## src/verilog/sar_adc_defines.vh

```
// Purpose: Constants for the converter timing and result register block
// Assumes: Peripheral clock of 100 MHz, byte-addressed CPU register access
// Notes: Offsets are byte addresses on the CPU's internal peripheral bus
`ifndef SAR_ADC_DEFINES_VH
`define SAR_ADC_DEFINES_VH
`define ADDR_W 20
`define OFF_MODE0 20'hfff30
`define OFF_RESCTL 20'hf0010
`define OFF_RESULT_LO 20'hfff1e
`define OFF_RESULT_HI 20'hfff1f
`define OFF_CHSEL 20'hfff31
// Mode register 0, resolution and channel fields; reset values
`define M0_RUN 7
`define M0_DIV_HI 5
`define M0_DIV_LO 4
`define M0_SAMPLE 3
`define M0_CMP_EN 0
`define M0_MASK 8'hb9
`define RES_SEL 0
`define CH_SEL_HI 3
`define RESET_BYTE 8'h00
`define RESET_WORD 16'h0000
// Conversion lengths in conversion clocks
`define SAMPLE_LONG 5'h09
`define TOTAL_LONG 5'h15
`define SAMPLE_SHORT 5'h03
`define TOTAL_SHORT 5'h0f
`endif

```

## src/verilog/sar_adc_timing_result_regs.v

```verilog
// Purpose: Converter mode, resolution and result registers with the conversion sequencer
// Assumes: One CPU byte access per cycle; approximation value supplied by the analog side
// Notes: Word reads of the result use the even address and return all 16 bits
`timescale 1ns/1ps
`default_nettype none
`include "sar_adc_defines.vh"
// Functional notes
// - Short-sample off: 21 clocks, 9 sampling, divide 8/4/2/1
// - Short-sample on: 15 clocks, 3 sampling
// - Resolution bit0: 0 ten-bit, 1 eight-bit
// - Results reload from approximation at conversion end
// - Word result left-justified, low six bits zero
// - Upper byte high address, low bits 7:6
// - Word result read-only, read as 16 bits
// - Eight-bit mode clears two lowest result bits
// - Byte result holds result bits nine to two
// - Byte result read-only, single byte read
// - Conversion end pulse when result latched
// - Run bit clears itself at conversion end
module sar_adc_timing_result_regs (
   // Clock and reset
   input wire core_clk,
   input wire rstn,
   input wire clkEn,
   // CPU register access
   input wire [19:0] addr,
   input wire wrEn,
   input wire rdEn,
   input wire wordAccess,
   input wire [7:0] wrData,
   output reg [15:0] rdData,
   // Analog front end
   input wire [9:0] approxValue,
   output reg sampling,
   output reg comparing,
   output reg comparatorOn,
   output reg eightBitMode,
   output reg [3:0] channelSel,
   // Events
   output reg conversionDoneIrq
);
   // Sequencer states
   localparam ST_IDLE = 2'h0;
   localparam ST_SAMPLE = 2'h1;
   localparam ST_COMPARE = 2'h2;

   reg [7:0] mode0_q;
   reg [7:0] mode0_d;
   reg resSel_q;
   reg [3:0] chSel_q;
   reg [15:0] resultWord_q;
   reg [1:0] state_q;
   reg [4:0] clkCount_q;
   reg startPend_q;
   reg [15:0] readNext;
   wire divTick;
   wire [1:0] lowBits;
   wire runBit = mode0_q[`M0_RUN];
   // Lengths count conversion clocks from the first divided tick
   wire [4:0] sampleLen = mode0_q[`M0_SAMPLE] ? `SAMPLE_SHORT : `SAMPLE_LONG;
   wire [4:0] totalLen = mode0_q[`M0_SAMPLE] ? `TOTAL_SHORT : `TOTAL_LONG;
   wire selMode0 = addr == `OFF_MODE0;
   wire wrMode0 = wrEn && selMode0;
   // Run only sets when the comparator is already enabled, since the
   // comparator needs time to settle before its first conversion
   wire runSet = wrMode0 && wrData[`M0_RUN] && !runBit && mode0_q[`M0_CMP_EN];
   // The counter holds the number of the conversion clock now running
   wire lastClk = divTick && state_q == ST_COMPARE && clkCount_q == totalLen;

   // Eight-bit mode zeroes the two lowest bits when the result is latched
   genvar bitIdx;
   generate
      for (bitIdx = 0; bitIdx < 2; bitIdx = bitIdx + 1) begin : lowBitGen
         assign lowBits[bitIdx] = approxValue[bitIdx] & ~resSel_q;
      end
   endgenerate

   conv_clock_div divider (
      .core_clk(core_clk),
      .rstn(rstn),
      .clkEn(clkEn),
      .restart(runSet),
      .divSel(mode0_q[`M0_DIV_HI:`M0_DIV_LO]),
      .tick(divTick)
   );

   // Next mode value; the hardware clear of the run bit is folded in here so
   // a write and the end of a conversion never fight over the same flop
   always @* begin
      mode0_d = mode0_q;
      if (wrMode0) begin
         mode0_d = wrData & `M0_MASK;
         // A rewrite of 1 while running stops rather than restarts
         mode0_d[`M0_RUN] = runSet && wrData[`M0_CMP_EN];
      end
      if (lastClk && runBit) begin
         mode0_d[`M0_RUN] = 1'b0;
      end
   end

   always @(posedge core_clk or negedge rstn) begin
      if (!rstn) begin
         mode0_q <= `RESET_BYTE;
         resultWord_q <= `RESET_WORD;
         state_q <= ST_IDLE;
         clkCount_q <= 5'h00;
         startPend_q <= 1'b0;
         conversionDoneIrq <= 1'b0;
      end else if (clkEn) begin
         conversionDoneIrq <= 1'b0;
         mode0_q <= mode0_d;
         if (runSet) begin
            startPend_q <= 1'b1;
            state_q <= ST_IDLE;
         end else if (!runBit || (wrMode0 && !wrData[`M0_RUN])) begin
            // Software stop aborts without touching the results
            state_q <= ST_IDLE;
            startPend_q <= 1'b0;
         end else if (divTick) begin
            case (state_q)
               ST_IDLE: begin
                  // Sampling opens on the first tick of the restarted divider
                  if (startPend_q) begin
                     startPend_q <= 1'b0;
                     state_q <= ST_SAMPLE;
                     clkCount_q <= 5'h01;
                  end
               end
               ST_SAMPLE: begin
                  clkCount_q <= clkCount_q + 5'h01;
                  if (clkCount_q == sampleLen) begin
                     state_q <= ST_COMPARE;
                  end
               end
               ST_COMPARE: begin
                  clkCount_q <= clkCount_q + 5'h01;
                  if (lastClk) begin
                     resultWord_q <= {approxValue[9:2], lowBits, 6'h00};
                     conversionDoneIrq <= 1'b1;
                     state_q <= ST_IDLE;
                  end
               end
               default: state_q <= ST_IDLE;
            endcase
         end
      end
   end

   // Resolution and channel stores; the sequencer only reads them
   always @(posedge core_clk or negedge rstn) begin
      if (!rstn) begin
         resSel_q <= 1'b0;
         chSel_q <= 4'h0;
      end else if (clkEn) begin
         if (wrEn && addr == `OFF_RESCTL) begin
            resSel_q <= wrData[`RES_SEL];
         end
         // Channel is plain storage; the analog multiplexer decodes it
         if (wrEn && addr == `OFF_CHSEL) begin
            chSel_q <= wrData[`CH_SEL_HI:0];
         end
      end
   end

   // Read selection; unmapped addresses return zero
   always @* begin
      readNext = 16'h0000;
      case (addr)
         `OFF_RESULT_LO: begin
            readNext = wordAccess ? resultWord_q : {8'h00, resultWord_q[7:0]};
         end
         `OFF_RESULT_HI: begin
            readNext = {8'h00, resultWord_q[15:8]};
         end
         `OFF_RESCTL: begin
            readNext = {15'h0000, resSel_q};
         end
         `OFF_MODE0: begin
            readNext = {8'h00, mode0_q};
         end
         `OFF_CHSEL: begin
            readNext = {12'h000, chSel_q};
         end
         default: begin
            readNext = 16'h0000;
         end
      endcase
   end

   // Registered read path; result registers ignore writes
   always @(posedge core_clk or negedge rstn) begin
      if (!rstn) begin
         rdData <= 16'h0000;
         sampling <= 1'b0;
         comparing <= 1'b0;
         comparatorOn <= 1'b0;
         eightBitMode <= 1'b0;
         channelSel <= 4'h0;
      end else if (clkEn) begin
         // Status levels lag the sequencer state by one cycle
         sampling <= state_q == ST_SAMPLE;
         comparing <= state_q == ST_COMPARE;
         comparatorOn <= mode0_q[`M0_CMP_EN];
         eightBitMode <= resSel_q;
         channelSel <= chSel_q;
         if (rdEn) begin
            rdData <= readNext;
         end else begin
            rdData <= 16'h0000;
         end
      end
   end
endmodule
`default_nettype wire

```

## src/verilog/conv_clock_div.v

```verilog
// Purpose: Conversion clock enable divider (by 8, 4, 2 or 1)
// Assumes: Restart aligns the phase to the first divided tick
// Notes: Produces a one-cycle tick per conversion clock
`timescale 1ns/1ps
`default_nettype none
module conv_clock_div (
   // Clock and reset
   input wire core_clk,
   input wire rstn,
   input wire clkEn,
   // Control
   input wire restart,
   input wire [1:0] divSel,
   // Output
   output reg tick
);
   reg [2:0] cnt_q;
   reg [2:0] lastCount;
   always @* begin
      case (divSel)
         2'h0: lastCount = 3'h7;
         2'h1: lastCount = 3'h3;
         2'h2: lastCount = 3'h1;
         default: lastCount = 3'h0;
      endcase
   end
   // Restarting keeps every conversion exactly N divided clocks
   always @(posedge core_clk or negedge rstn) begin
      if (!rstn) begin
         cnt_q <= 3'h0;
         tick <= 1'b0;
      end else if (clkEn) begin
         if (restart) begin
            cnt_q <= 3'h0;
            tick <= 1'b0;
         end else if (cnt_q >= lastCount) begin
            cnt_q <= 3'h0;
            tick <= 1'b1;
         end else begin
            cnt_q <= cnt_q + 3'h1;
            tick <= 1'b0;
         end
      end
   end
endmodule
`default_nettype wire

```

## config.mk

```make
export PLATFORM = sky130hd
export DESIGN_NAME = sar_adc_timing_result_regs
export DESIGN_NICKNAME = d
export VERILOG_FILES = /design/src/verilog/sar_adc_timing_result_regs.v /design/src/verilog/conv_clock_div.v
export VERILOG_INCLUDE_DIRS = /design/src /design/src/verilog
export SDC_FILE = /design/constraint.sdc
export NUM_CORES = 1
export LEC_CHECK = 0
export BUFFER_PORTS_ARGS = -buffer_cell sky130_fd_sc_hd__buf_4
export CAP_MARGIN = 0
export CORE_MARGIN = 5
export CORE_UTILIZATION = 45
export DETAILED_ROUTE_END_ITERATION = 7
export PLACE_DENSITY = 0.69
export SLEW_MARGIN = 20
export SYNTH_ARGS = -nofsm -noshare
export SYNTH_HDL_FRONTEND = slang
export SYNTH_SLANG_ARGS = --single-unit
export TNS_END_PERCENT = 20
```

## constraint.sdc

```tcl
create_clock -name core_clk -period 3.41 [get_ports core_clk]
set_input_delay 0.682 -clock core_clk [delete_from_list [all_inputs] [get_ports core_clk]]
set_output_delay 0.682 -clock core_clk [all_outputs]
set_load 0.1 [all_outputs]
```

# --- Yosys cells after proc, flatten, opt, wreduce, memory -nomap -nowiden ---
# Cells that the tools add are included.
totals:
  elab_cells: 99
  regBits: 57
  input_bits: 44
classes:
  reduce_logical: 29
  mux: 30
  eq_ne: 15
  addsub: 2
  n_lt_le_gt_ge: 1
  n_bitwise: 5
ops:
  columns: ["operator", "count"]
  rows:
  - ["== test 20 bit, second input constant", 5]
  - ["one-hot mux 16 bit (5 select lines)", 1]
  - ["2-to-1 mux 16 bit", 2]
  - ["2-to-1 mux 1 bit", 12]
  - ["2-to-1 mux 2 bit", 6]
  - ["!= test 4 bit, second input constant", 3]
  - ["AND reduction 6 bit", 2]
  - ["logical AND 1 bit", 11]
  - ["2-to-1 mux 5 bit", 2]
  - ["one-hot mux 5 bit (2 select lines)", 1]
  - ["one-hot mux 3 bit (3 select lines)", 1]
  - ["2-to-1 mux 8 bit", 1]
  - ["AND reduction 2 bit", 4]
  - ["2-to-1 mux 3 bit", 2]
  - ["one-hot mux 2 bit (3 select lines)", 1]
  - ["nonzero test 3 bit", 2]
  - ["adder 5 x 1 -> 5 bit, second input constant", 1]
  - ["== test 5 x 4 -> 1 bit", 1]
  - ["== test 5 bit", 1]
  - ["AND reduction 5 bit", 1]
  - ["== test 2 x 1 -> 1 bit, second input constant", 2]
  - ["== test 2 bit, second input constant", 2]
  - ["zero test 2 bit", 2]
  - ["2-to-1 mux 4 bit", 1]
  - ["other kinds (10)", 15]

# --- Logic depth before layout (Yosys ltp) ---
logic_depth:
  ltp_word: 8
  depth_mapped: 8

# --- Modules after synthesis ---
# A second synthesis with hierarchy kept.
unflattened:
  hier_cells: 252
  hier_area_um2: 2925.3
modules_own_cells:
  columns: ["module", "n_inst", "seq_area_each_um2", "area_each_um2", "cells_per_inst"]
  rows:
  - ["sar_adc_timing_result_regs", 1, 1326.3, 2636.3, 223]
  - ["conv_clock_div", 1, 100.1, 289.0, 29]

# --- Worst setup path before layout ---
# OpenSTA, ideal clock, no wires.
synth_timing:
  kind: "in2reg"
  from: "input port addr[7]"
  to: "register resultWord_q[10]"
  slack_ns: 0.975
  required_time_ns: 3.285
  path_buffers: 1
  cell_stages: 6
  t_arrival_ns: 2.310
  cell_sequence: "or3b_4 or4_4 buf_6 o21ai_4 nor2_2 mux2_2"
synth_between:
  elab_chain_len: 7
  word_cells_on_any_way: 10
synth_lines:
  columns: ["item", "line", "source"]
  rows:
  - ["start: declaration", "sar_adc_timing_result_regs.v:26", "input wire [19:0] addr,"]
  - ["== test 20 bit (*)", null, null]
  - ["logical AND 1 bit (*)", "sar_adc_timing_result_regs.v:63", "wire wrMode0 = wrEn && selMode0;"]
  - ["logical AND 1 bit (3 in a row)", "sar_adc_timing_result_regs.v:66", "wire runSet = wrMode0 && wrData[`M0_RUN] && !runBit && mode0_q[`M0_CMP_EN];"]
  - ["NOT 1 bit (no line)", null, null]
  - ["AND reduction 6 bit (no line) (*)", null, null]
  - ["end signal: assignment", "sar_adc_timing_result_regs.v:104", "resultWord_q <= `RESET_WORD;"]
  - ["end signal: assignment", "sar_adc_timing_result_regs.v:138", "resultWord_q <= {approxValue[9:2], lowBits, 6'h00};"]
  - ["end: declaration", "sar_adc_timing_result_regs.v:51", "reg [15:0] resultWord_q;"]
# Every way passes the cells marked *; elsewhere a longest branch is shown, timed or not.
# A chain may end at the register's enable or synchronous reset.

# --- Worst setup path after layout ---
layout_timing:
  from: "register state_q[0]"
  to: "register clkCount_q[4]"
layout_between:
  elab_chain_len: 4
  word_cells_on_any_way: 8
layout_lines:
  columns: ["item", "line", "source"]
  rows:
  - ["start: declaration", "sar_adc_timing_result_regs.v:52", "reg [1:0] state_q;"]
  - ["start signal: assignment", "sar_adc_timing_result_regs.v:105", "state_q <= ST_IDLE;"]
  - ["start signal: assignment", "sar_adc_timing_result_regs.v:114", "state_q <= ST_IDLE;"]
  - ["start signal: assignment", "sar_adc_timing_result_regs.v:117", "state_q <= ST_IDLE;"]
  - ["== test 2 x 1 -> 1 bit / == test 2 bit (equally long branches)", "sar_adc_timing_result_regs.v:120", "case (state_q)"]
  - ["OR reduction 2 bit (no line)", null, null]
  - ["nonzero test 2 bit (no line)", null, null]
  - ["AND reduction 6 bit (no line)", null, null]
  - ["end signal: assignment", "sar_adc_timing_result_regs.v:130", "clkCount_q <= clkCount_q + 5'h01;"]
  - ["end signal: assignment", "sar_adc_timing_result_regs.v:136", "clkCount_q <= clkCount_q + 5'h01;"]
  - ["end: declaration", "sar_adc_timing_result_regs.v:53", "reg [4:0] clkCount_q;"]
# Several ways; a longest one is shown, not always the timed one.

==> results <==
- The clock tree skew after final layout is 12.6 ps.
- The floorplan step defined a die boundary enclosing 8010 um^2.
- The pre-antenna-repair detailed-routing pass consisted of 4 iterations.
- In this run the worst hold path is classified as primary input to async pin.
- In the post-synthesis netlist, the biggest area contributors are sky130_fd_sc_hd__dfrtp_1, sky130_fd_sc_hd__mux2_2, sky130_fd_sc_hd__ha_1.
- Prior to clock tree synthesis, the placed netlist has a worst setup slack of 755 ps.
- The unique cell type count in the Yosys netlist is 53.
- The final standard cell utilization of the core is 58.3%.
- When the netlist entered floorplanning its net count stood at 297.
- The cell taking the most area after synthesis is sky130_fd_sc_hd__dfrtp_1.
- The area of combinational cells with multiple inputs is 1330 um^2.
- Setup violations remaining at the end of the flow were counted as 0.
- The setup TNS is 0 ps.
- The global-route wire length before repair is 10600 um.
- The smallest clock period supported by the final layout is computed as 2330 ps.
- After the last flow step, the layout net total stands at 368.
- In the synthesized netlist the dominant register cell turns out to be sky130_fd_sc_hd__dfrtp_1.
- The number of antenna violations at the first check in global routing is 0.
- The final cell count without fillers is 396.
- The area of all placed cells without fillers is 3640 um^2.
- The run finished with clean final reports.
- Clock latency on the worst-skew pair, taken at its later pin, is 340 ps.
- The final number of hold-violating endpoints is 0.
- The static leakage is 1.74 nW.
- Counting every instance in the synthesized netlist gives 243.
- Of all flip-flops after synthesis, the portion carrying an async set or reset was 100%.
- Total power for the finished layout comes to 1.59 mW.
- From bottom edge to top edge, the die measures 89.5 um.
- The synthesized netlist occupies a cell area of 2840 um^2.
- The number of antenna-violating nets in the routed design is 0.
- The overall via count from detail_route is 2232.
- The setup path with the least slack is of type register to register.
- The maximum VDD drop is 0.000396 V.
- The data arrival time of the worst path is 2610 ps.
- After the first detailed-routing iteration, the DRC count stood at 95.
- The worst setup path startpoint is state_q[0].
- The region available for standard cell placement spans 6240 um^2.
- Detailed placement ended at an HPWL of 5040 um.
- The max-slew violation count came to 0.
- The global router's overall resource usage is 17.9%.
- The fraction of layout cells with a size suffix above 1 is 38.9%.
- Dividing the detail-routed wire length by the instance count gives 17.1 um.
- The initial utilization of the core area, before any placement, comes to 45.5%.
- The most frequent cell after synthesis is sky130_fd_sc_hd__dfrtp_1.
- The average instance in the mapped netlist occupies 11.7 um^2.
- The fmax is 0.429 GHz.
- The minimum hold slack is 396 ps.
- Setup repair after global routing left no endpoint under its margin.
- The root buffer cell chosen for the clock tree is sky130_fd_sc_hd__clkbuf_8.
- The number of buffers added for setup after CTS is 0.
- After detailed placement, the total cell area comes to 3410 um^2.
- The number of sinks on the clock net is 57.
- The top cell type's share of synthesized area is 50.2%.
- The placed instance count is 380.
- The number of remaining DRC errors is 0.
- The commonest cells after synthesis are sky130_fd_sc_hd__dfrtp_1, sky130_fd_sc_hd__mux2_2, sky130_fd_sc_hd__nand3_1.
- In this run the core area contains 29 standard-cell rows.
- The TritonCTS clock tree is yes.
- The maximum fanout along the worst path is 9.
- In this run the number of H-tree levels came out at 3.
- The power density normalized to cell area is 437 nW/um^2.
- The count of state elements after synthesis is 57.
- The horizontal extent of the die is 89.5 um.
- The final estimated routing congestion in global placement is 0.804.
- The worst register-to-register path begins at state_q[0].
- The via count normalized by instance count is 5.64.
- The layout overhead on the synthesized area is 28.1%.
- Dividing the final minimum period by the clock period gives 68.4%.
- For the pin with the worst max-slew slack, the measured transition is 716 ps.
- The number of clock buffers added by TritonCTS is 9.
- The largest buffer count on any clock path is 2.
- The count of input and output buffers is 67.
- Entering global routing, the biggest net connects 58 pins.
- The sequential fraction of the synthesis area is 50.2%.
- The smallest setup slack after layout is 1080 ps.
- The Yosys step of the flow raised 0 warnings.
- The count of boundary I/O pins is 69.
- The clock slew seen by the registers of the worst setup and hold paths is 70 ps.
- The number of max-capacitance violations reported is 0.
- After clock tree synthesis, the repair step resized 0 gates.
- The number of flops mapped to enable cells by yosys is 0.
- The aggregate global routing overflow is 0.
- For this design, the CTS-stage hold fixing added 0 buffers.
- The wire length reported by the detailed router is 6780 um.
- The number of antenna cells inserted is 0.
- The total area of sequential cells is 1430 um^2.
- The critical path capture point type is a register.
- The worst setup path is launched from a register.
- The required time of the critical path is 3690 ps.
- The worst slew margin relative to its limit is 52.3%.
- The number of global-route vias before repair is 2216.
- The layout filler cell count is 562.
## worst max-delay path, cell delays in order (launching register included)
cell                       delay [ps]
sky130_fd_sc_hd__dfrtp_1          400
sky130_fd_sc_hd__inv_1             90
sky130_fd_sc_hd__ha_1             440
sky130_fd_sc_hd__mux2i_1          110
sky130_fd_sc_hd__nor3_1           280
sky130_fd_sc_hd__o211ai_4         190
sky130_fd_sc_hd__or4b_2           660
sky130_fd_sc_hd__nand3_1          110
## routing by layer
layer | vias to the layer above | global-route usage [%] | share of wire [%]
met3 | 10 | 3.41 | 7.3
li1 | 1069 | - | -
met2 | 68 | 26.7 | 46
met1 | 1085 | 24.6 | 44
met4 | 0 | 9.88 | 2.2
met5 | - | 0 | 0
## registers in the layout (all words and copies together) (netlist names), 2 cells and up
register,count
chSel_q,4
channelSel,4
clkCount_q,5
divider.cnt_q,3
mode0_q,5
rdData,16
resultWord_q,10
state_q,2
## path summary, 6_finish.rpt
check / to / depth (start not counted) / slack (ps)
setup / recovery: clkCount_q[4] / 7 / 1080
hold / removal: comparing / 1 / 400
setup reg to reg: clkCount_q[4] / 7 / 1080
hold reg to reg: conversionDoneIrq / 1 / 490
max in group asynchronous: resultWord_q[13] / 1 / 2540
min in group core_clk: conversionDoneIrq / 1 / 490
## cell type report
class                   count  area share (%)
well taps                  77            2.65
inverters                  12            1.24
clock buffers               9            3.40
repair buffers             69            14.2
clock inverters             7            2.82
multi-input cells         165            36.5
flip-flops and latches     57            39.2
## power breakdown
group / internal (mW) / switching (mW)
combinational: 0.0765 / 0.0840
sequential: 0.697 / 0.0143
clock: 0.418 / 0.302
total: 1.19 / 0.400
## cell families (layout without fill, tap and decap cells)
family	count (synthesis)	count (layout)	synth area share, %
AND/OR/NAND/NOR	73	73	15.8
flip-flops	57	57	50.2
AO/OA/AOI/OAI	52	52	14.8
multiplexers	30	30	11.8
buffers and inverters	21	97	3.08
adder cells (fa/ha/maj)	10	10	4.40
## placed cells by master, fill, tap and decap left out, types with 7 or more instances in the layout
| cell | count |
|---|---|
| sky130_fd_sc_hd__nand4_1 | 9 |
| sky130_fd_sc_hd__nand2_1 | 11 |
| sky130_fd_sc_hd__o21ai_0 | 9 |
| sky130_fd_sc_hd__clkbuf_8 | 9 |
| sky130_fd_sc_hd__nor2_1 | 7 |
| sky130_fd_sc_hd__ha_1 | 10 |
| sky130_fd_sc_hd__a22o_1 | 10 |
| sky130_fd_sc_hd__inv_1 | 11 |
| sky130_fd_sc_hd__buf_4 | 69 |
| sky130_fd_sc_hd__mux2_2 | 27 |
| sky130_fd_sc_hd__o2bb2ai_1 | 8 |
| sky130_fd_sc_hd__dfrtp_1 | 57 |
| sky130_fd_sc_hd__nand3_1 | 13 |
(Power assumes the default switching activity.)
